--- config.mk ---
export PLATFORM = sky130hd
export DESIGN_NAME = astx_top
export DESIGN_NICKNAME = d
export VERILOG_FILES = /design/src/astx_pkg.sv /design/src/astx_top.sv
export SDC_FILE = /design/constraint.sdc
export NUM_CORES = 1
export LEC_CHECK = 0
export BUFFER_PORTS_ARGS = -buffer_cell sky130_fd_sc_hd__buf_2
export CAP_MARGIN = 20
export CORE_ASPECT_RATIO = 0.6
export CORE_MARGIN = 4
export CORE_UTILIZATION = 30
export DETAILED_ROUTE_END_ITERATION = 10
export GPL_TIMING_DRIVEN = 0
export SLEW_MARGIN = 20
export SYNTH_ARGS = -nofsm -noshare
export SYNTH_HDL_FRONTEND = slang
export SYNTH_SLANG_ARGS = --single-unit
export TNS_END_PERCENT = 5
--- constraint.sdc ---
create_clock -name clk_sys -period 6.1 [get_ports clk_sys]
set_input_delay 0.61 -clock clk_sys [delete_from_list [all_inputs] [get_ports clk_sys]]
set_output_delay 0.61 -clock clk_sys [all_outputs]
set_load 0.05 [all_outputs]
--- src/astx_pkg.sv ---
// Shared constants, register map and types of the asynchronous serial transmitter
package astx_pkg;

	// ------------------------------------------------------------
	// Register map (byte addresses)
	// ------------------------------------------------------------
	localparam int          ADDR_WIDTH = 8;
	localparam logic [7:0]  OFF_CTRL   = 8'h00;
	localparam logic [7:0]  OFF_STATUS = 8'h04;
	localparam logic [7:0]  OFF_BAUD   = 8'h08;
	localparam logic [7:0]  OFF_DATA   = 8'h0c;

	// ------------------------------------------------------------
	// Control field positions
	// ------------------------------------------------------------
	localparam int CTRL_WIDTH   = 11;
	localparam int CTRL_TX_ON   = 0;
	localparam int CTRL_CLOCKED = 1;
	localparam int CTRL_PORT_ON = 2;
	localparam int CTRL_NINE    = 3;
	localparam int CTRL_NINTH   = 4;
	localparam int CTRL_POL_INV = 5;
	localparam int CTRL_BAUD_HS = 6;
	localparam int CTRL_BAUD_WD = 7;
	localparam int CTRL_IRQ_MSK = 8;
	localparam int CTRL_PER_IRQ = 9;
	localparam int CTRL_GLB_IRQ = 10;

	// ------------------------------------------------------------
	// Status field positions
	// ------------------------------------------------------------
	localparam int STAT_BUF_EMPTY   = 0;
	localparam int STAT_SHIFT_EMPTY = 1;

	// ------------------------------------------------------------
	// Reset values and timing
	// ------------------------------------------------------------
	localparam logic [10:0] CTRL_RESET = 11'h000;
	localparam logic [15:0] BAUD_RESET = 16'h0000;
	localparam logic [6:0]  PRE_SLOW   = 7'h40;
	localparam logic [6:0]  PRE_MID    = 7'h10;
	localparam logic [6:0]  PRE_FAST   = 7'h04;
	localparam logic [3:0]  LAST_BIT_8 = 4'h7;
	localparam logic [3:0]  LAST_BIT_9 = 4'h8;

	// ------------------------------------------------------------
	// Bus responses and states
	// ------------------------------------------------------------
	localparam logic [1:0] RESP_OKAY   = 2'h0;
	localparam logic [1:0] RESP_SLVERR = 2'h2;

	typedef enum logic [3:0] {
		TX_IDLE  = 4'h1,
		TX_START = 4'h2,
		TX_DATA  = 4'h4,
		TX_STOP  = 4'h8
	} astx_state_type;

	// Clocks of the bit-rate prescaler per baud clock
	function automatic logic [6:0] astx_prescale(input logic wide, input logic high);
		if (wide && high) begin
			return PRE_FAST;
		end else if (wide || high) begin
			return PRE_MID;
		end
		return PRE_SLOW;
	endfunction : astx_prescale

endpackage : astx_pkg

--- src/astx_top.sv ---
// Asynchronous serial transmitter with AXI4-Lite register slave
//
// Functional notes
// RQ1 - Frame: low start, 8/9 data, high stop
// RQ2 - Idle line rests at mark level
// RQ3 - Data bits sent least significant first
// RQ4 - Every bit lasts exactly one bit period
// RQ5 - Baud generator divides clock, 8/16-bit counter
// RQ6 - Format and rate shared with receiver
// RQ7 - No hardware parity; ninth bit carries it
// RQ8 - Active only when on, asynchronous, port on
// RQ9 - Idle shifter loads holding register at once
// RQ10 - Pending character loads right after stop bit
// RQ11 - Start bit follows load immediately
// RQ12 - Polarity bit inverts idle and data levels
// RQ13 - Empty flag read-only, set when holding empty; here held clear while the transmitter is not active
// RQ14 - Empty flag valid by second cycle after write
// RQ15 - Interrupt needs mask, peripheral and global enables
// RQ16 - Shift empty status clears during character
// RQ17 - Nine-bit mode sends ninth bit last
// RQ18 - Software writes ninth bit before data
// RQ19 - Ninth bit one marks address character
// RQ20 - Pin turns output automatically when enabled
// RQ21 - Pin released while transmitter disabled
// RQ22 - Disabled: shifter idle, mark, shift empty
`timescale 1ns/1ps
module astx_top (
	input  wire logic        clk_sys,
	input  wire logic        reset,
	input  wire logic [7:0]  awaddr,
	input  wire logic        awvalid,
	output logic             awready,
	input  wire logic [31:0] wdata,
	input  wire logic [3:0]  wstrb,
	input  wire logic        wvalid,
	output logic             wready,
	output logic [1:0]       bresp,
	output logic             bvalid,
	input  wire logic        bready,
	input  wire logic [7:0]  araddr,
	input  wire logic        arvalid,
	output logic             arready,
	output logic [31:0]      rdata,
	output logic [1:0]       rresp,
	output logic             rvalid,
	input  wire logic        rready,
	output logic             serialOut,
	output logic             serialOutEn,
	output logic             txIrq
);

	// ------------------------------------------------------------
	// Declarations
	// ------------------------------------------------------------
	logic [10:0]              ctrl;
	logic [15:0]              baudDiv;
	logic [7:0]               wrAddr;
	logic [31:0]              wrData;
	logic [3:0]               wrStrb;
	logic                     awHave;
	logic                     wHave;
	logic                     doWrite;
	logic                     dataWrite;
	logic                     txActive;
	logic                     holdFull;
	logic [8:0]               holdData;
	logic [8:0]               shiftReg;
	logic [3:0]               bitCnt;
	logic                     charNine;
	logic [15:0]              brgCnt;
	logic [6:0]               preCnt;
	logic [15:0]              divEff;
	logic [6:0]               preLoad;
	logic                     bitTick;
	logic                     load;
	logic                     bufEmpty;
	logic                     shiftEmpty;
	logic                     next_line;
	astx_pkg::astx_state_type txState;
	astx_pkg::astx_state_type next_txState;

	assign txActive  = ctrl[astx_pkg::CTRL_TX_ON] && !ctrl[astx_pkg::CTRL_CLOCKED]
		&& ctrl[astx_pkg::CTRL_PORT_ON]; // see RQ8
	assign doWrite   = awHave && wHave && !bvalid;
	assign dataWrite = doWrite && (wrAddr == astx_pkg::OFF_DATA) && wrStrb[0];

	// ------------------------------------------------------------
	// AXI4-Lite write channel
	// ------------------------------------------------------------
	always_ff @(posedge clk_sys or posedge reset) begin
		if (reset) begin
			awready <= 1'b0;
			wready  <= 1'b0;
			awHave  <= 1'b0;
			wHave   <= 1'b0;
			wrAddr  <= 8'h00;
			wrData  <= 32'h0000_0000;
			wrStrb  <= 4'h0;
			bvalid  <= 1'b0;
			bresp   <= astx_pkg::RESP_OKAY;
		end else begin
			awready <= !awHave && !(awvalid && awready) && !bvalid;
			wready  <= !wHave && !(wvalid && wready) && !bvalid;
			if (awvalid && awready) begin
				awHave <= 1'b1;
				wrAddr <= awaddr;
			end
			if (wvalid && wready) begin
				wHave  <= 1'b1;
				wrData <= wdata;
				wrStrb <= wstrb;
			end
			if (doWrite) begin
				awHave <= 1'b0;
				wHave  <= 1'b0;
				bvalid <= 1'b1;
				if (wrAddr == astx_pkg::OFF_CTRL || wrAddr == astx_pkg::OFF_BAUD
					|| wrAddr == astx_pkg::OFF_DATA || wrAddr == astx_pkg::OFF_STATUS) begin
					bresp <= astx_pkg::RESP_OKAY;
				end else begin
					bresp <= astx_pkg::RESP_SLVERR;
				end
			end else if (bvalid && bready) begin
				bvalid <= 1'b0;
			end
		end
	end

	// ------------------------------------------------------------
	// Configuration registers
	// ------------------------------------------------------------
	always_ff @(posedge clk_sys or posedge reset) begin
		if (reset) begin
			ctrl    <= astx_pkg::CTRL_RESET;
			baudDiv <= astx_pkg::BAUD_RESET;
		end else if (doWrite) begin
			if (wrAddr == astx_pkg::OFF_CTRL) begin
				if (wrStrb[0]) begin
					ctrl[7:0] <= wrData[7:0];
				end
				if (wrStrb[1]) begin
					ctrl[10:8] <= wrData[10:8];
				end
			end else if (wrAddr == astx_pkg::OFF_BAUD) begin
				if (wrStrb[0]) begin
					baudDiv[7:0] <= wrData[7:0];
				end
				if (wrStrb[1]) begin
					baudDiv[15:8] <= wrData[15:8];
				end
			end
		end
	end

	// ------------------------------------------------------------
	// AXI4-Lite read channel
	// ------------------------------------------------------------
	always_ff @(posedge clk_sys or posedge reset) begin
		if (reset) begin
			arready <= 1'b0;
			rvalid  <= 1'b0;
			rdata   <= 32'h0000_0000;
			rresp   <= astx_pkg::RESP_OKAY;
		end else begin
			arready <= !rvalid && !(arvalid && arready);
			if (arvalid && arready) begin
				rvalid <= 1'b1;
				rresp  <= astx_pkg::RESP_OKAY;
				rdata  <= 32'h0000_0000;
				if (araddr == astx_pkg::OFF_CTRL) begin
					rdata[10:0] <= ctrl;
				end else if (araddr == astx_pkg::OFF_STATUS) begin
					// Both flags are status only; writes leave them alone
					rdata[astx_pkg::STAT_BUF_EMPTY]   <= bufEmpty;   // see RQ13
					rdata[astx_pkg::STAT_SHIFT_EMPTY] <= shiftEmpty; // see RQ16
				end else if (araddr == astx_pkg::OFF_BAUD) begin
					rdata[15:0] <= baudDiv;
				end else if (araddr != astx_pkg::OFF_DATA) begin
					rresp <= astx_pkg::RESP_SLVERR;
				end
			end else if (rvalid && rready) begin
				rvalid <= 1'b0;
			end
		end
	end

	// ------------------------------------------------------------
	// Baud rate generator
	// ------------------------------------------------------------
	assign divEff  = ctrl[astx_pkg::CTRL_BAUD_WD] ? baudDiv : {8'h00, baudDiv[7:0]}; // see RQ5, RQ6
	assign preLoad = astx_pkg::astx_prescale(ctrl[astx_pkg::CTRL_BAUD_WD], ctrl[astx_pkg::CTRL_BAUD_HS]) - 7'h01;
	assign bitTick = (txState != astx_pkg::TX_IDLE) && (brgCnt == 16'h0000) && (preCnt == 7'h00);

	// Restarted on each load so the start bit is a full period long
	always_ff @(posedge clk_sys or posedge reset) begin
		if (reset) begin
			brgCnt <= 16'h0000;
			preCnt <= 7'h00;
		end else if (load || txState == astx_pkg::TX_IDLE) begin
			brgCnt <= divEff; // see RQ4
			preCnt <= preLoad;
		end else if (brgCnt == 16'h0000) begin
			brgCnt <= divEff;
			preCnt <= (preCnt == 7'h00) ? preLoad : preCnt - 7'h01;
		end else begin
			brgCnt <= brgCnt - 16'h0001;
		end
	end

	// ------------------------------------------------------------
	// Holding register
	// ------------------------------------------------------------
	// see RQ9, RQ10
	assign load = txActive && holdFull && (txState == astx_pkg::TX_IDLE
		|| (txState == astx_pkg::TX_STOP && bitTick));

	always_ff @(posedge clk_sys or posedge reset) begin
		if (reset) begin
			holdFull <= 1'b0;
			holdData <= 9'h000;
		end else if (!txActive) begin
			holdFull <= 1'b0;
		end else if (dataWrite) begin
			holdFull <= 1'b1;
			// Ninth bit sampled now, so it must be written first
			holdData <= {ctrl[astx_pkg::CTRL_NINTH], wrData[7:0]}; // see RQ18, RQ19
		end else if (load) begin
			holdFull <= 1'b0;
		end
	end

	// ------------------------------------------------------------
	// Transmit state machine
	// ------------------------------------------------------------
	always_comb begin
		next_txState = txState;
		case (txState)
			astx_pkg::TX_IDLE: begin
				if (load) begin
					next_txState = astx_pkg::TX_START; // see RQ11
				end
			end
			astx_pkg::TX_START: begin
				if (bitTick) begin
					next_txState = astx_pkg::TX_DATA;
				end
			end
			astx_pkg::TX_DATA: begin
				if (bitTick && bitCnt == (charNine ? astx_pkg::LAST_BIT_9 : astx_pkg::LAST_BIT_8)) begin
					next_txState = astx_pkg::TX_STOP; // see RQ17
				end
			end
			astx_pkg::TX_STOP: begin
				if (load) begin
					next_txState = astx_pkg::TX_START; // see RQ10
				end else if (bitTick) begin
					next_txState = astx_pkg::TX_IDLE;
				end
			end
			default: begin
				next_txState = astx_pkg::TX_IDLE;
			end
		endcase
		if (!txActive) begin
			next_txState = astx_pkg::TX_IDLE; // see RQ22
		end
	end

	always_ff @(posedge clk_sys or posedge reset) begin
		if (reset) begin
			txState <= astx_pkg::TX_IDLE;
		end else begin
			txState <= next_txState;
		end
	end

	// No parity stage exists; nine-bit mode is the only extra bit
	always_ff @(posedge clk_sys or posedge reset) begin
		if (reset) begin
			shiftReg <= 9'h000;
			bitCnt   <= 4'h0;
			charNine <= 1'b0;
		end else if (load) begin
			shiftReg <= holdData; // see RQ7
			bitCnt   <= 4'h0;
			charNine <= ctrl[astx_pkg::CTRL_NINE];
		end else if (txState == astx_pkg::TX_DATA && bitTick) begin
			shiftReg <= {1'b0, shiftReg[8:1]}; // see RQ3
			bitCnt   <= bitCnt + 4'h1;
		end
	end

	// ------------------------------------------------------------
	// Line driver and status
	// ------------------------------------------------------------
	always_comb begin
		case (txState)
			astx_pkg::TX_START: next_line = 1'b0;        // see RQ1
			astx_pkg::TX_DATA:  next_line = shiftReg[0];
			default:            next_line = 1'b1;        // see RQ2
		endcase
	end

	always_ff @(posedge clk_sys or posedge reset) begin
		if (reset) begin
			serialOut   <= 1'b1;
			serialOutEn <= 1'b0;
		end else begin
			serialOut   <= next_line ^ ctrl[astx_pkg::CTRL_POL_INV]; // see RQ12
			serialOutEn <= txActive; // see RQ20, RQ21
		end
	end

	// Flag lags the holding register by one cycle, inside the stale window
	always_ff @(posedge clk_sys or posedge reset) begin
		if (reset) begin
			bufEmpty   <= 1'b0;
			shiftEmpty <= 1'b1;
			txIrq      <= 1'b0;
		end else begin
			bufEmpty   <= txActive && !holdFull; // see RQ13, RQ14
			shiftEmpty <= (next_txState == astx_pkg::TX_IDLE); // see RQ16
			txIrq      <= bufEmpty && ctrl[astx_pkg::CTRL_IRQ_MSK]
				&& ctrl[astx_pkg::CTRL_PER_IRQ] && ctrl[astx_pkg::CTRL_GLB_IRQ]; // see RQ15
		end
	end

	// ------------------------------------------------------------
	// Checks
	// ------------------------------------------------------------
	logic [23:0] periodCnt;
	logic [23:0] expPeriod;

	assign expPeriod = ({8'h00, divEff} + 24'h00_0001) * {17'h0_0000, preLoad + 7'h01};

	always_ff @(posedge clk_sys or posedge reset) begin
		if (reset) begin
			periodCnt <= 24'h00_0000;
		end else if (load || bitTick) begin
			periodCnt <= 24'h00_0000;
		end else begin
			periodCnt <= periodCnt + 24'h00_0001;
		end
	end

	AST_START_LOW: assert property (@(posedge clk_sys) disable iff (reset) // see RQ11
		load |=> ##1 serialOut == $past(ctrl[astx_pkg::CTRL_POL_INV]))
		else $error("start bit not driven after load");

	AST_IDLE_MARK: assert property (@(posedge clk_sys) disable iff (reset) // see RQ2
		(txState == astx_pkg::TX_IDLE) ##1 (txState == astx_pkg::TX_IDLE)
		|-> serialOut == !$past(ctrl[astx_pkg::CTRL_POL_INV]))
		else $error("idle line not at mark");

	AST_STOP_HIGH: assert property (@(posedge clk_sys) disable iff (reset) // see RQ1
		$rose(txState == astx_pkg::TX_STOP) |=> serialOut == !$past(ctrl[astx_pkg::CTRL_POL_INV]))
		else $error("stop bit not at mark");

	AST_LSB_FIRST: assert property (@(posedge clk_sys) disable iff (reset) // see RQ3
		$rose(txState == astx_pkg::TX_DATA)
		|=> serialOut == ($past(shiftReg[0]) ^ $past(ctrl[astx_pkg::CTRL_POL_INV])))
		else $error("first data bit is not the LSB");

	AST_PERIOD: assert property (@(posedge clk_sys) disable iff (reset) // see RQ4
		bitTick && $stable(ctrl) && $stable(baudDiv) |-> periodCnt == expPeriod - 24'h00_0001)
		else $error("bit period length wrong");

	AST_EMPTY_FLAG: assert property (@(posedge clk_sys) disable iff (reset) // see RQ13
		$rose(txActive) && !holdFull |=> bufEmpty)
		else $error("empty flag not set on enable");

	AST_SHIFT_EMPTY: assert property (@(posedge clk_sys) disable iff (reset) // see RQ16
		load |=> !shiftEmpty ##1 (!shiftEmpty || !txActive))
		else $error("shift empty status not cleared by load");

	AST_IRQ: assert property (@(posedge clk_sys) disable iff (reset) // see RQ15
		txIrq |-> $past(bufEmpty && ctrl[astx_pkg::CTRL_IRQ_MSK]
			&& ctrl[astx_pkg::CTRL_PER_IRQ] && ctrl[astx_pkg::CTRL_GLB_IRQ]))
		else $error("interrupt raised without all enables");

	AST_DISABLED: assert property (@(posedge clk_sys) disable iff (reset) // see RQ22
		!txActive |=> !serialOutEn && txState == astx_pkg::TX_IDLE && shiftEmpty)
		else $error("disabled transmitter not idle");

	AST_HOLD_WAIT: assert property (@(posedge clk_sys) disable iff (reset) // see RQ10
		txActive && holdFull && txState == astx_pkg::TX_STOP && bitTick
		|=> txState == astx_pkg::TX_START)
		else $error("pending character not loaded after stop");

endmodule : astx_top

# After elaboration in Yosys (flattened, before gate mapping)
# Index checks and enable logic that the tools add are counted.
# word_totals
input_bits	59
ff_bits	136
# op_classes
n_bitwise	2
add_sub_neg	4
mux	45
n_eq_ne	14
reduce_logical	58
# op_table
cell	n
16-bit two-way mux	4
7-bit two-way mux	6
4-bit two-way mux	9
1-bit logical AND	28
8-bit by 4-bit equality test with 1-bit output, second input constant	3
9-bit two-way mux	2
8-bit by 3-bit equality test with 1-bit output, second input constant	2
16-bit logical NOT	1
8-bit logical NOT	2
4-bit case mux with 4 select lines	1
16-bit by 1-bit subtractor with 16-bit output, second input constant	1
14-bit two-way mux	1
7-bit by 1-bit subtractor with 7-bit output, second input constant	2
1-bit two-way mux	13
2-bit two-way mux	6
2-bit nonzero test	6
11-bit two-way mux	1
1-bit logical NOT	9
4-bit by 1-bit equality test with 1-bit output, second input constant	2
8-bit by 4-bit inequality test with 1-bit output, second input constant	1
4-bit AND reduction	2
7-bit logical NOT	1
1-bit logical OR	6
3-bit AND reduction	2
12 further kinds	12

# Logic depth before layout (Yosys ltp)
# Gate-level depths: netlist (run 1).
# depth
depth_word	10
depth_mapped	8
depth_no_buf	7

# Worst setup path after synthesis (run 1)
# No wires, ideal clock.
# synth_path
path_type	register to register
from	register preCnt[0]
to	register charNine
setup_ns	0.125
path_stages_with_launch	8
period_less_slack_ns	2.163
arrival_time_ns	2.039
path_slack_ns	3.937
cell_sequence	dfrtp_1 -> inv_1 -> ha_1 -> nor4b_1 -> nand2_1 -> o31ai_4 -> buf_6 -> mux2_2
# synth_via
elab_chain_len	5
# synth_lines
element	line_no	rtl
from (decl)	astx_top.sv:71	logic [6:0] preCnt;
from (signal assigned)	astx_top.sv:201	preCnt <= preLoad;
from (signal assigned)	astx_top.sv:204	preCnt <= (preCnt == 7'h00) ? preLoad : preCnt - 7'h01;
7-bit logical NOT	astx_top.sv:192	assign bitTick = (txState != astx_pkg::TX_IDLE) && (brgCnt == 16'h0000) && (preCnt == 7'h00);
1-bit logical AND	astx_top.sv:192	
1-bit logical AND	astx_top.sv:215	|| (txState == astx_pkg::TX_STOP && bitTick));
1-bit logical OR	astx_top.sv:215	
1-bit logical AND	astx_top.sv:214	assign load = txActive && holdFull && (txState == astx_pkg::TX_IDLE
to (signal assigned)	astx_top.sv:286	charNine <= ctrl[astx_pkg::CTRL_NINE];
to (decl)	astx_top.sv:69	logic charNine;
# No other way between the ends.
# A chain may end at the register's enable or synchronous reset.

# Final worst setup path (run 1)
# layout_path
from	register brgCnt[0]
to	register charNine
# layout_via
elab_chain_len	6
# layout_lines
element	line_no	rtl
from (decl)	astx_top.sv:70	logic [15:0] brgCnt;
from (signal assigned)	astx_top.sv:200	brgCnt <= divEff;
from (signal assigned)	astx_top.sv:203	brgCnt <= divEff;
from (signal assigned)	astx_top.sv:206	brgCnt <= brgCnt - 16'h0001;
16-bit logical NOT	astx_top.sv:192	
1-bit logical AND (2 in series)	astx_top.sv:192	
1-bit logical AND	astx_top.sv:215	
1-bit logical OR	astx_top.sv:215	
1-bit logical AND	astx_top.sv:214	
# No other way between the ends.

==> results of run 1 <==
## synthesized netlist by cell type (3+ instances only)
| library cell | instances | share of area |
|---|---|---|
| a21o_1 | 7 | 0.0088 |
| a21oi_1 | 13 | 0.011 |
| a22o_1 | 9 | 0.013 |
| a31oi_1 | 4 | 0.0042 |
| a32o_1 | 5 | 0.0084 |
| and3_1 | 3 | 0.0031 |
| buf_4 | 19 | 0.024 |
| clkbuf_1 | 10 | 0.0063 |
| dfrtp_1 | 131 | 0.55 |
| dfstp_2 | 3 | 0.013 |
| ha_1 | 5 | 0.010 |
| inv_1 | 12 | 0.0076 |
| mux2_2 | 64 | 0.12 |
| mux2i_1 | 13 | 0.022 |
| nand2_1 | 37 | 0.023 |
| nand3_1 | 13 | 0.011 |
| nand3b_1 | 3 | 0.0038 |
| nor2_1 | 28 | 0.018 |
| nor3_1 | 8 | 0.0067 |
| nor4_1 | 8 | 0.0084 |
| nor4b_1 | 5 | 0.0073 |
| o21ai_0 | 40 | 0.034 |
| or3_1 | 3 | 0.0031 |
| or4_1 | 3 | 0.0038 |
| xnor2_1 | 11 | 0.016 |
| xor2_1 | 5 | 0.0073 |
## logic make-up (layout without fill, tap and decap cells)
family,Yosys count,in the layout,synth area share
xor gates and xnor gates,16,16,0.0235
AOI/OAI and AO/OA,91,91,0.0982
DFF,134,134,0.563
adders and majority gates,5,5,0.0105
buffers and inverters,45,142,0.0420
other,1,19,0.000629
muxes,77,77,0.143
and+or+nand+nor,127,127,0.120
## through the flow
step	total power, mW	hold WS (ns)	instance area (µm²)	util
CTS	2.56	0.193	7250	0.376
detailed placement	1.64	0.443	6720	0.349
global placement	1.62	0.436	6690	0.347
floorplan	1.50	0.396	6030	-
finish	2.54	0.182	7250	0.376
global route	2.67	0.207	7250	0.376
## final timing paths
path,start,to,cells after the start
hold / removal,reset,wrAddr[4],2
setup reg to reg,brgCnt[0],charNine,7
hold reg to reg,holdFull,bufEmpty,1
setup / recovery,brgCnt[0],charNine,7
max in group asynchronous,reset,txState[0],3
min in group clk_sys,bready,bvalid,2
## worst register-to-register path, stage by stage, from the launching register on
cell	delay, ns
dfrtp_1	0.41
inv_1	0.10
ha_1	0.22
nor4b_2	0.37
nand4_4	0.26
o31ai_4	0.60
buf_6	0.22
mux2_2	0.33
## metal layers
layer  share of wire  vias to the layer above  wire length (µm)  global-route usage
li1                -                     1965                 -                   -
met1            0.51                     2096              6930               0.192
met2            0.42                       94              5770               0.178
met3           0.063                        6               855              0.0376
met4          0.0025                        0                34              0.0303
met5               0                        -                 0                   0
## cell type report
cell class | count | area (µm²) | area share
antenna | 1 | 2.50 | 0.000345
buffer | 33 | 205 | 0.0283
clock buffer | 17 | 425 | 0.0586
clock inverter | 14 | 105 | 0.0145
inverter | 12 | 52.6 | 0.00724
multi-input combinational | 334 | 2420 | 0.334
sequential | 134 | 3360 | 0.463
tap | 266 | 333 | 0.0459
timing repair buffer | 66 | 353 | 0.0486
## power breakdown
part           internal [mW]  switching [mW]
combinational          0.209           0.267
sequential              1.02           0.124
clock                  0.519           0.396
total                   1.75           0.787
## flip-flops by register name, indices dropped and copies added (netlist names), 7 cells and up
register,cells
brgCnt,16
baudDiv,16
preCnt,7
rdata,16
wrData,16
wrAddr,8
ctrl,11
shiftReg,9
holdData,9
==> flow_metrics.tcl, run 1 <==
set metrics [dict create \
    post-place-ws_ns 3.54 \
    finalSetupViolations 0 \
    slew_headroom 0.385 \
    pin_count 103 \
    crit_family "simple AND/OR/NAND/NOR gates" \
    worstSetupStartpointType "flip-flop" \
    portBuffers 65 \
    synth_warnings 0 \
    final-hold-violation-count 0 \
    drt_iter0_drc 314 \
    path_buf_inv 2 \
    clkSinkCount 134 \
    clkLatencyLatePin_ns 0.41 \
    power.density_nw_per_um2 350 \
    yosysSeqAreaShare 0.563 \
    root_buffer "clkbuf_16" \
    grt_pass1_wl_um 22000 \
    max-cap-violations 0 \
    grt_max_degree 86 \
    postCtsSetupBuffers 0 \
    via_per_inst 4.74 \
    synth_edf_count 0 \
    drt_pass1_iterations 6 \
    synthFlopType "dfrtp_1" \
    ir_drop_mv 0.241 \
    ys_ff_latch 134 \
    drive_gt1_frac 0.325 \
    grt_pass1_vias 4092 \
    clock_path_buffers 2 \
    die_area_um2 22300 \
    drt-total-wl_um 13600 \
    place_inst 845 \
    core_um2 19300 \
    crit_slowest_cell "o31ai_4" \
    gr-total-overflow 0 \
    final_common_cell "dfrtp_1" \
    period_needed_ns 2.62 \
    report.final.slew_viol_count 0 \
    worstSetupPathType "reg -> reg" \
    cts_tree "yes" \
    via_count 4161 \
    finalSetupTns_ns 0 \
    timing.final.ws_setup_ns 3.48 \
    cp_max_fo 10 \
    worstMarginPinSlew_ns 0.923 \
    outcome "completed" \
    die_x_um 190 \
    grt_util_all_layers 0.127 \
    ys_async_sr_fraction 1.00 \
    gp_congestion 0.820 \
    synthesis.area_um2 5960 \
    cp_slowest_stage_delay_ns 0.59 \
    required_ns 6.39 \
    cts_resized 0 \
    synth.avg_cell_area_um2 12.0 \
    max_freq_mhz 382 \
    p_leak_nw 3.53 \
    final_cells 877 \
    fillers 1884 \
    end_kind "flip-flop" \
    clock_skew_ns 0.0108 \
    hp-class "in -> async" \
    nets 662 \
    hpwlAfterDp_um 10100 \
    syn_inst 496 \
    area_delta_synth_final_pct 21.6 \
    initial_core_util 0.309 \
    rsz0062_at_grt "no" \
    ys_types 53 \
    clkTransAtPathRegs_ns 0.06 \
    rrSetupSlack_ns 3.48 \
    ctsHoldBuffers 0 \
    post-route-period-util 0.429 \
    layout_common_cells "dfrtp_1, buf_2, mux2_2" \
    drc_errors 0 \
    ant_nets 0 \
    cts_buffers 17 \
    antenna_found_initial 0 \
    path_cells "inv_1, ha_1, nor4b_2, nand4_4, o31ai_4, buf_6, mux2_2" \
    arrival_ns 2.90 \
    htree_levels 4 \
    dieHeight_um 117 \
    num_rows 39 \
    wire_per_inst_um 15.5 \
]
(Power assumes the default switching activity.)
==> run 2: changes to the inputs <==
--- a/config.mk
+++ b/config.mk
@@ -5,6 +5,7 @@
 export SDC_FILE = /design/constraint.sdc
 export NUM_CORES = 1
 export LEC_CHECK = 0
+export ABC_AREA = 1
 export BUFFER_PORTS_ARGS = -buffer_cell sky130_fd_sc_hd__buf_2
 export CAP_MARGIN = 20
 export CORE_ASPECT_RATIO = 0.6
==> constraint.sdc (replaced) <==
create_clock -name clk_sys -period 2.1 [get_ports clk_sys]
set_input_delay 0.21 -clock clk_sys [delete_from_list [all_inputs] [get_ports clk_sys]]
set_output_delay 0.21 -clock clk_sys [all_outputs]
set_load 0.05 [all_outputs]
==> flow_metrics.tcl, run 2 <==
set metrics [dict create \
    max-cap-violations 0 \
    ys_top_cells_by_count "nand2_1, dfrtp_1, inv_1, o21ai_0, nor2_1" \
    clkTransAtPathRegs_ns 0.06 \
    gp_congestion 0.892 \
    die_x_um 193 \
    ir_drop_mv 0.652 \
    synth_top_area_frac 0.534 \
    ys_async_sr_fraction 1.00 \
    clock_skew_ns 0.00799 \
    finalInstanceArea_um2 7890 \
    worstSetupStartpointType "flip-flop" \
    synth_edf_count 0 \
    reg2reg_depth 8 \
    grt_pass1_vias 4767 \
    arrival_ns 2.28 \
    drt-total-wl_um 16100 \
    final_cells 1132 \
    seqPwrFrac 0.373 \
    hpwlAfterDp_um 12100 \
    final_common_cell "nand2_1" \
    ys_ff_latch 134 \
    layout_common_cells "nand2_1, dfrtp_1, buf_2" \
    slew_headroom 0.412 \
    clkPwrFrac 0.337 \
    via_count 5072 \
    required_ns 2.41 \
    syn_inst 716 \
    finalSetupViolations 0 \
    fillers 2026 \
    final-hold-violation-count 0 \
    yosysSeqAreaShare 0.547 \
    synth_compound_area_frac 0.0991 \
    antenna_found_initial 0 \
    drive_gt1_frac 0.187 \
    drt_pass1_iterations 5 \
    synthesis.area_um2 6130 \
    cts_tree "yes" \
    drt_iter0_drc 409 \
    synth.most_common_cell "nand2_1" \
    root_buffer "clkbuf_16" \
    antenna_cells 0 \
    via_per_inst 4.48 \
    clkLatencyLatePin_ns 0.42 \
    r2r-end "bitCnt[0]" \
    path_cells "inv_2, ha_1, nand4_4, buf_12, nor4_4, xor2_1, nand2_1, inv_1" \
    outcome "completed" \
    hold_slack_ns 0.0100 \
    drc_errors 0 \
    dieHeight_um 119 \
    grt_util_all_layers 0.146 \
    p_leak_nw 3.96 \
    grt_pass1_wl_um 26100 \
    clock_path_buffers 2 \
    hp-class "in -> reg" \
    pin_count 103 \
    crit_family "simple AND/OR/NAND/NOR gates" \
    place_inst 1077 \
    num_rows 40 \
    post-route-period-util 0.935 \
    cts_buffers 17 \
    ys_top_cells_by_area "dfrtp_1, nand2_1, o21ai_0" \
    path_buf_inv 3 \
    nets 910 \
    netSwitchingPower_mw 3.50 \
    p_total_mw 9.43 \
    area_delta_synth_final_pct 28.7 \
    hold_end "wrData[13]" \
    synth_top_cell_by_area "dfrtp_1" \
    wire_per_inst_um 14.3 \
    crit_slowest_cell "nor4_4" \
    cp_slowest_stage_delay_ns 0.55 \
    synth_mux_area_frac 0 \
    switching_share 0.371 \
    synth_xor_area_frac 0.0286 \
    initial_core_util 0.306 \
    htree_levels 4 \
    r2r-start "preCnt[0]" \
    synth_warnings 0 \
    end_kind "flip-flop" \
    placed_area_um2 6990 \
    gr-total-overflow 0 \
    cp_max_fo 9 \
    worstSetupPathType "reg -> reg" \
    ys_types 39 \
    period_needed_ns 1.96 \
    fin_util 0.394 \
    portBuffers 66 \
    holdPathStages 3 \
    grt_max_degree 34 \
    report.final.slew_viol_count 0 \
    synth.avg_cell_area_um2 8.57 \
    ant_nets 0 \
    synthFlopType "dfrtp_1" \
    rsz0062_at_grt "yes" \
    core_um2 20000 \
    power_frac_comb 0.290 \
    synth_fa_ha_area_frac 0.0102 \
    rrSetupSlack_ns 0.14 \
    synth_top_family_by_area "simple AND/OR/NAND/NOR gates" \
    p_int_mw 5.93 \
    clkSinkCount 134 \
    worstMarginPinSlew_ns 0.875 \
    max_freq_mhz 509 \
    worstHoldStart "wdata[13]" \
    die_area_um2 22900 \
    power.density_nw_per_um2 1190 \
    synth_simple_gate_area_frac 0.236 \
]
-- run 2: cell types whose count changed in the layout (fill, tap and decap cells not counted), moves of 6 or more --
cell           before  now
inv_2               0    6
inv_1              11   66
mux2_2             64    0
o21ai_0            40   67
nor2_1             28   53
dlygate4sd3_1       0   18
o22ai_1             1    9
nor4_1              8    2
mux2i_1            13    0
nand2_1            37  218
a21o_1              7    0
nand3_1            13   34
a22o_1              9    0
-- run 2: power by group through the flow --
| stage | combinational [mW] | clock, mW | sequential, mW |
|---|---|---|---|
| after floorplan | 1.58 | 0 | 3.86 |
| after global placement | 2.60 | 0 | 3.54 |
| after detailed placement | 2.65 | 0 | 3.54 |
| after CTS | 2.70 | 3.25 | 3.50 |
| after global routing | 3.04 | 3.36 | 3.58 |
| final | 2.73 | 3.18 | 3.51 |
-- run 2: worst max path at each step --
stage                         start     endpoint  slack [ns]  cells past startpoint
after floorplan               reset      arready        0.23                      1
after global placement        reset  shiftReg[4]       -0.75                      2
after detailed placement  brgCnt[0]  shiftReg[6]       0.004                     10
after CTS                 brgCnt[0]  shiftReg[6]        0.04                     10
after global routing      wrAddr[3]      ctrl[0]       -0.04                      7
final                     preCnt[0]    bitCnt[0]        0.14                      8
-- run 2: layout make-up --
cell class	count	area, µm²	share of cell area
plain buffers	33	204	0.0258
clock buffers	18	439	0.0556
clock inverters	14	191	0.0243
inverters	75	288	0.0365
multi-input cells	491	2400	0.304
flip-flops and latches	134	3360	0.425
well taps	273	342	0.0433
repair buffers	94	676	0.0856
-- run 2: logic make-up (layout without fill, tap and decap cells) --
logic type,after synthesis,in the layout
simple gates,336,336
other cells,1,18
compound gates,112,112
buf+inv,108,234
fa+ha+maj,5,5
flops,134,134
xor+xnor,20,20
-- run 2: timing repair --
action                                  CTS  global route
endpoints found under the setup margin    2            38
resized for setup                         2            13
endpoints found under the hold margin    31             0
setup buffers                             0             5
pin swaps                                 0             3
hold buffers                             18             0
gates cloned                              0             0
-- run 2: stage by stage --
step                setup slack, ns  TNS [ns]
finish                        0.136         0
global route                -0.0431    -0.218
CTS                          0.0394         0
detailed placement          0.00362         0
global placement             -0.747    -95.50
floorplan                     0.227         0
-- run 2: routing by layer --
metal  vias to the layer above  wire, µm  GRT usage
li1                       2530         -          -
met1                      2408      8700      0.240
met2                       122      6410      0.191
met3                        12       918     0.0328
met4                         0       111     0.0321
met5                         -         0          0
-- run 2: tightest hold or removal path: stages --
cell and delay (ns):
buf_2 0.08, nand2_1 0.04, o21ai_0 0.06
==> run 3: changes to the inputs <==
--- a/config.mk
+++ b/config.mk
@@ -13,6 +13,7 @@
 export CORE_UTILIZATION = 30
 export DETAILED_ROUTE_END_ITERATION = 10
 export GPL_TIMING_DRIVEN = 0
+export RECOVER_POWER = 25
 export SLEW_MARGIN = 20
 export SYNTH_ARGS = -nofsm -noshare
 export SYNTH_HDL_FRONTEND = slang
==> flow_metrics.tcl, run 3 (same netlist as run 2, synthesis figures left out) <==
set metrics [dict create \
    drt_iter0_drc 350 \
    report.final.slew_viol_count 0 \
    die_x_um 193 \
    clock_path_buffers 2 \
    core_um2 20000 \
    outcome "completed" \
    worstMarginPinSlew_ns 1.00 \
    power.density_nw_per_um2 1200 \
    dieHeight_um 119 \
    drc_errors 0 \
    worstSetupPathType "reg -> reg" \
    path_buf_inv 3 \
    ir_drop_mv 0.651 \
    power_frac_comb 0.289 \
    final_common_cell "nand2_1" \
    via_count 5073 \
    cp_slowest_stage_delay_ns 0.57 \
    htree_levels 4 \
    cp_max_fo 9 \
    hpwlAfterDp_um 12100 \
    worstSetupStartpointType "flip-flop" \
    crit_slowest_cell "nor4_4" \
    num_rows 40 \
    required_ns 2.41 \
    use_met1 0.240 \
    clkSinkCount 134 \
    antenna_found_initial 0 \
    p_total_mw 9.41 \
    antenna_cells 0 \
    netSwitchingPower_mw 3.49 \
    grt_pass1_vias 4767 \
    p_int_mw 5.92 \
    use_met3 0.0328 \
    grt_util_all_layers 0.146 \
    initial_core_util 0.306 \
    switching_share 0.371 \
    clkTransAtPathRegs_ns 0.07 \
    finalSetupViolations 0 \
    layout_common_cells "nand2_1, dfrtp_1, buf_2" \
    pin_count 103 \
    grt_max_degree 34 \
    crit_family "simple AND/OR/NAND/NOR gates" \
    clock_skew_ns 0.00842 \
    path_cells "inv_2, ha_1, nand4_4, buf_12, nor4_4, xor2_1, nand2_1, inv_1" \
    hp-class "in -> reg" \
    slew_headroom 0.334 \
    area_delta_synth_final_pct 28.2 \
    drt_pass1_iterations 5 \
    max_freq_mhz 504 \
    p_leak_nw 3.94 \
    grt_pass1_wl_um 26100 \
    rsz0062_at_grt "yes" \
    gr-total-overflow 0 \
    via_per_inst 4.48 \
    end_kind "flip-flop" \
    portBuffers 66 \
    grt-busiest-layer "met1" \
    final-hold-violation-count 0 \
    clkPwrFrac 0.338 \
    arrival_ns 2.30 \
    met2_usage 0.191 \
    drt-total-wl_um 16100 \
    period_needed_ns 1.98 \
    gp_congestion 0.892 \
    ant_nets 0 \
    cts_tree "yes" \
    drive_gt1_frac 0.185 \
    post-route-period-util 0.944 \
    cts_buffers 17 \
    nets 910 \
    wire_per_inst_um 14.2 \
    clkLatencyLatePin_ns 0.42 \
    max-cap-violations 0 \
    die_area_um2 22900 \
    root_buffer "clkbuf_16" \
    hold_slack_ns 0.00905 \
    fillers 2032 \
    seqPwrFrac 0.373 \
]
==> run 3: cell types whose count changed in the layout (fill, tap and decap cells not counted) <==
cell        before  now
clkbuf_1         9   10
nand3_1         34   35
clkinvlp_4       1    0
buf_16           2    1
clkinvlp_2       0    1
nand3_2          2    1
==> run 3: power by group through the flow <==
| stage | Sequential (mW) | Combinational [mW] | Clock, mW |
|---|---|---|---|
| finish | 3.51 | 2.72 | 3.18 |
| CTS | 3.50 | 2.70 | 3.25 |
| floorplan | 3.86 | 1.58 | 0 |
| detailed placement | 3.54 | 2.65 | 0 |
| global placement | 3.54 | 2.60 | 0 |
| global route | 3.58 | 3.04 | 3.36 |
==> run 3: cell type report <==
cell class | count | area (µm²) | area share
Buffer | 33 | 204 | 0.0259
Tap cell | 273 | 342 | 0.0434
Inverter | 75 | 285 | 0.0363
Sequential cell | 134 | 3360 | 0.427
Multi-Input combinational cell | 491 | 2390 | 0.304
Clock buffer | 18 | 439 | 0.0559
Clock inverter | 14 | 191 | 0.0243
Timing Repair Buffer | 94 | 652 | 0.0829
==> run 3: metrics by stage <==
stage	instances	util	setup slack, ns	TNS (ns)	instance area, µm²
3_5_place_dp	1077	0.349	0.00362	0	6990
2_1_floorplan	733	-	0.227	0	6200
5_1_grt	1132	0.393	-0.0435	-0.377	7860
6_report	1132	0.393	0.117	0	7860
3_3_place_gp	1072	0.343	-0.747	-95.50	6870
4_1_cts	1127	0.390	0.0394	0	7810
==> run 3: per-layer routing <==
metal / wire (µm) / vias to the layer above / share of wire
met5: 0 / - / 0
met2: 6380 / 106 / 0.40
met1: 8860 / 2420 / 0.55
li1: - / 2532 / -
met3: 746 / 15 / 0.046
met4: 127 / 0 / 0.0079
==> run 3: worst register-to-register path, cell delays in order (launching register included) <==
cell,delay (ns)
dfrtp_1,0.40
inv_2,0.11
ha_1,0.20
nand4_4,0.16
buf_12,0.17
nor4_4,0.57
xor2_1,0.14
nand2_1,0.09
inv_1,0.04
==> run 3: timing repair <==
| action | in CTS | in global routing |
|---|---|---|
| hold buffers | 18 | 0 |
| endpoints found under the setup margin | 2 | 38 |
| pin swaps | 0 | 3 |
| cloned | 0 | 0 |
| endpoints found under the hold margin | 31 | 0 |
| buffers inserted | 0 | 5 |
| resized for setup | 2 | 13 |
==> run 3: worst paths after layout <==
kind                         endpoint  cells after the start  slack (ns)  startpoint
setup / recovery            bitCnt[0]                      8        0.12   preCnt[0]
hold / removal             wrData[13]                      3       0.009   wdata[13]
setup reg to reg            bitCnt[0]                      8        0.12   preCnt[0]
hold reg to reg               arready                      1        0.44      rvalid
max in group asynchronous   serialOut                      5        0.22       reset
min in group asynchronous  wrData[14]                      3        0.43       reset
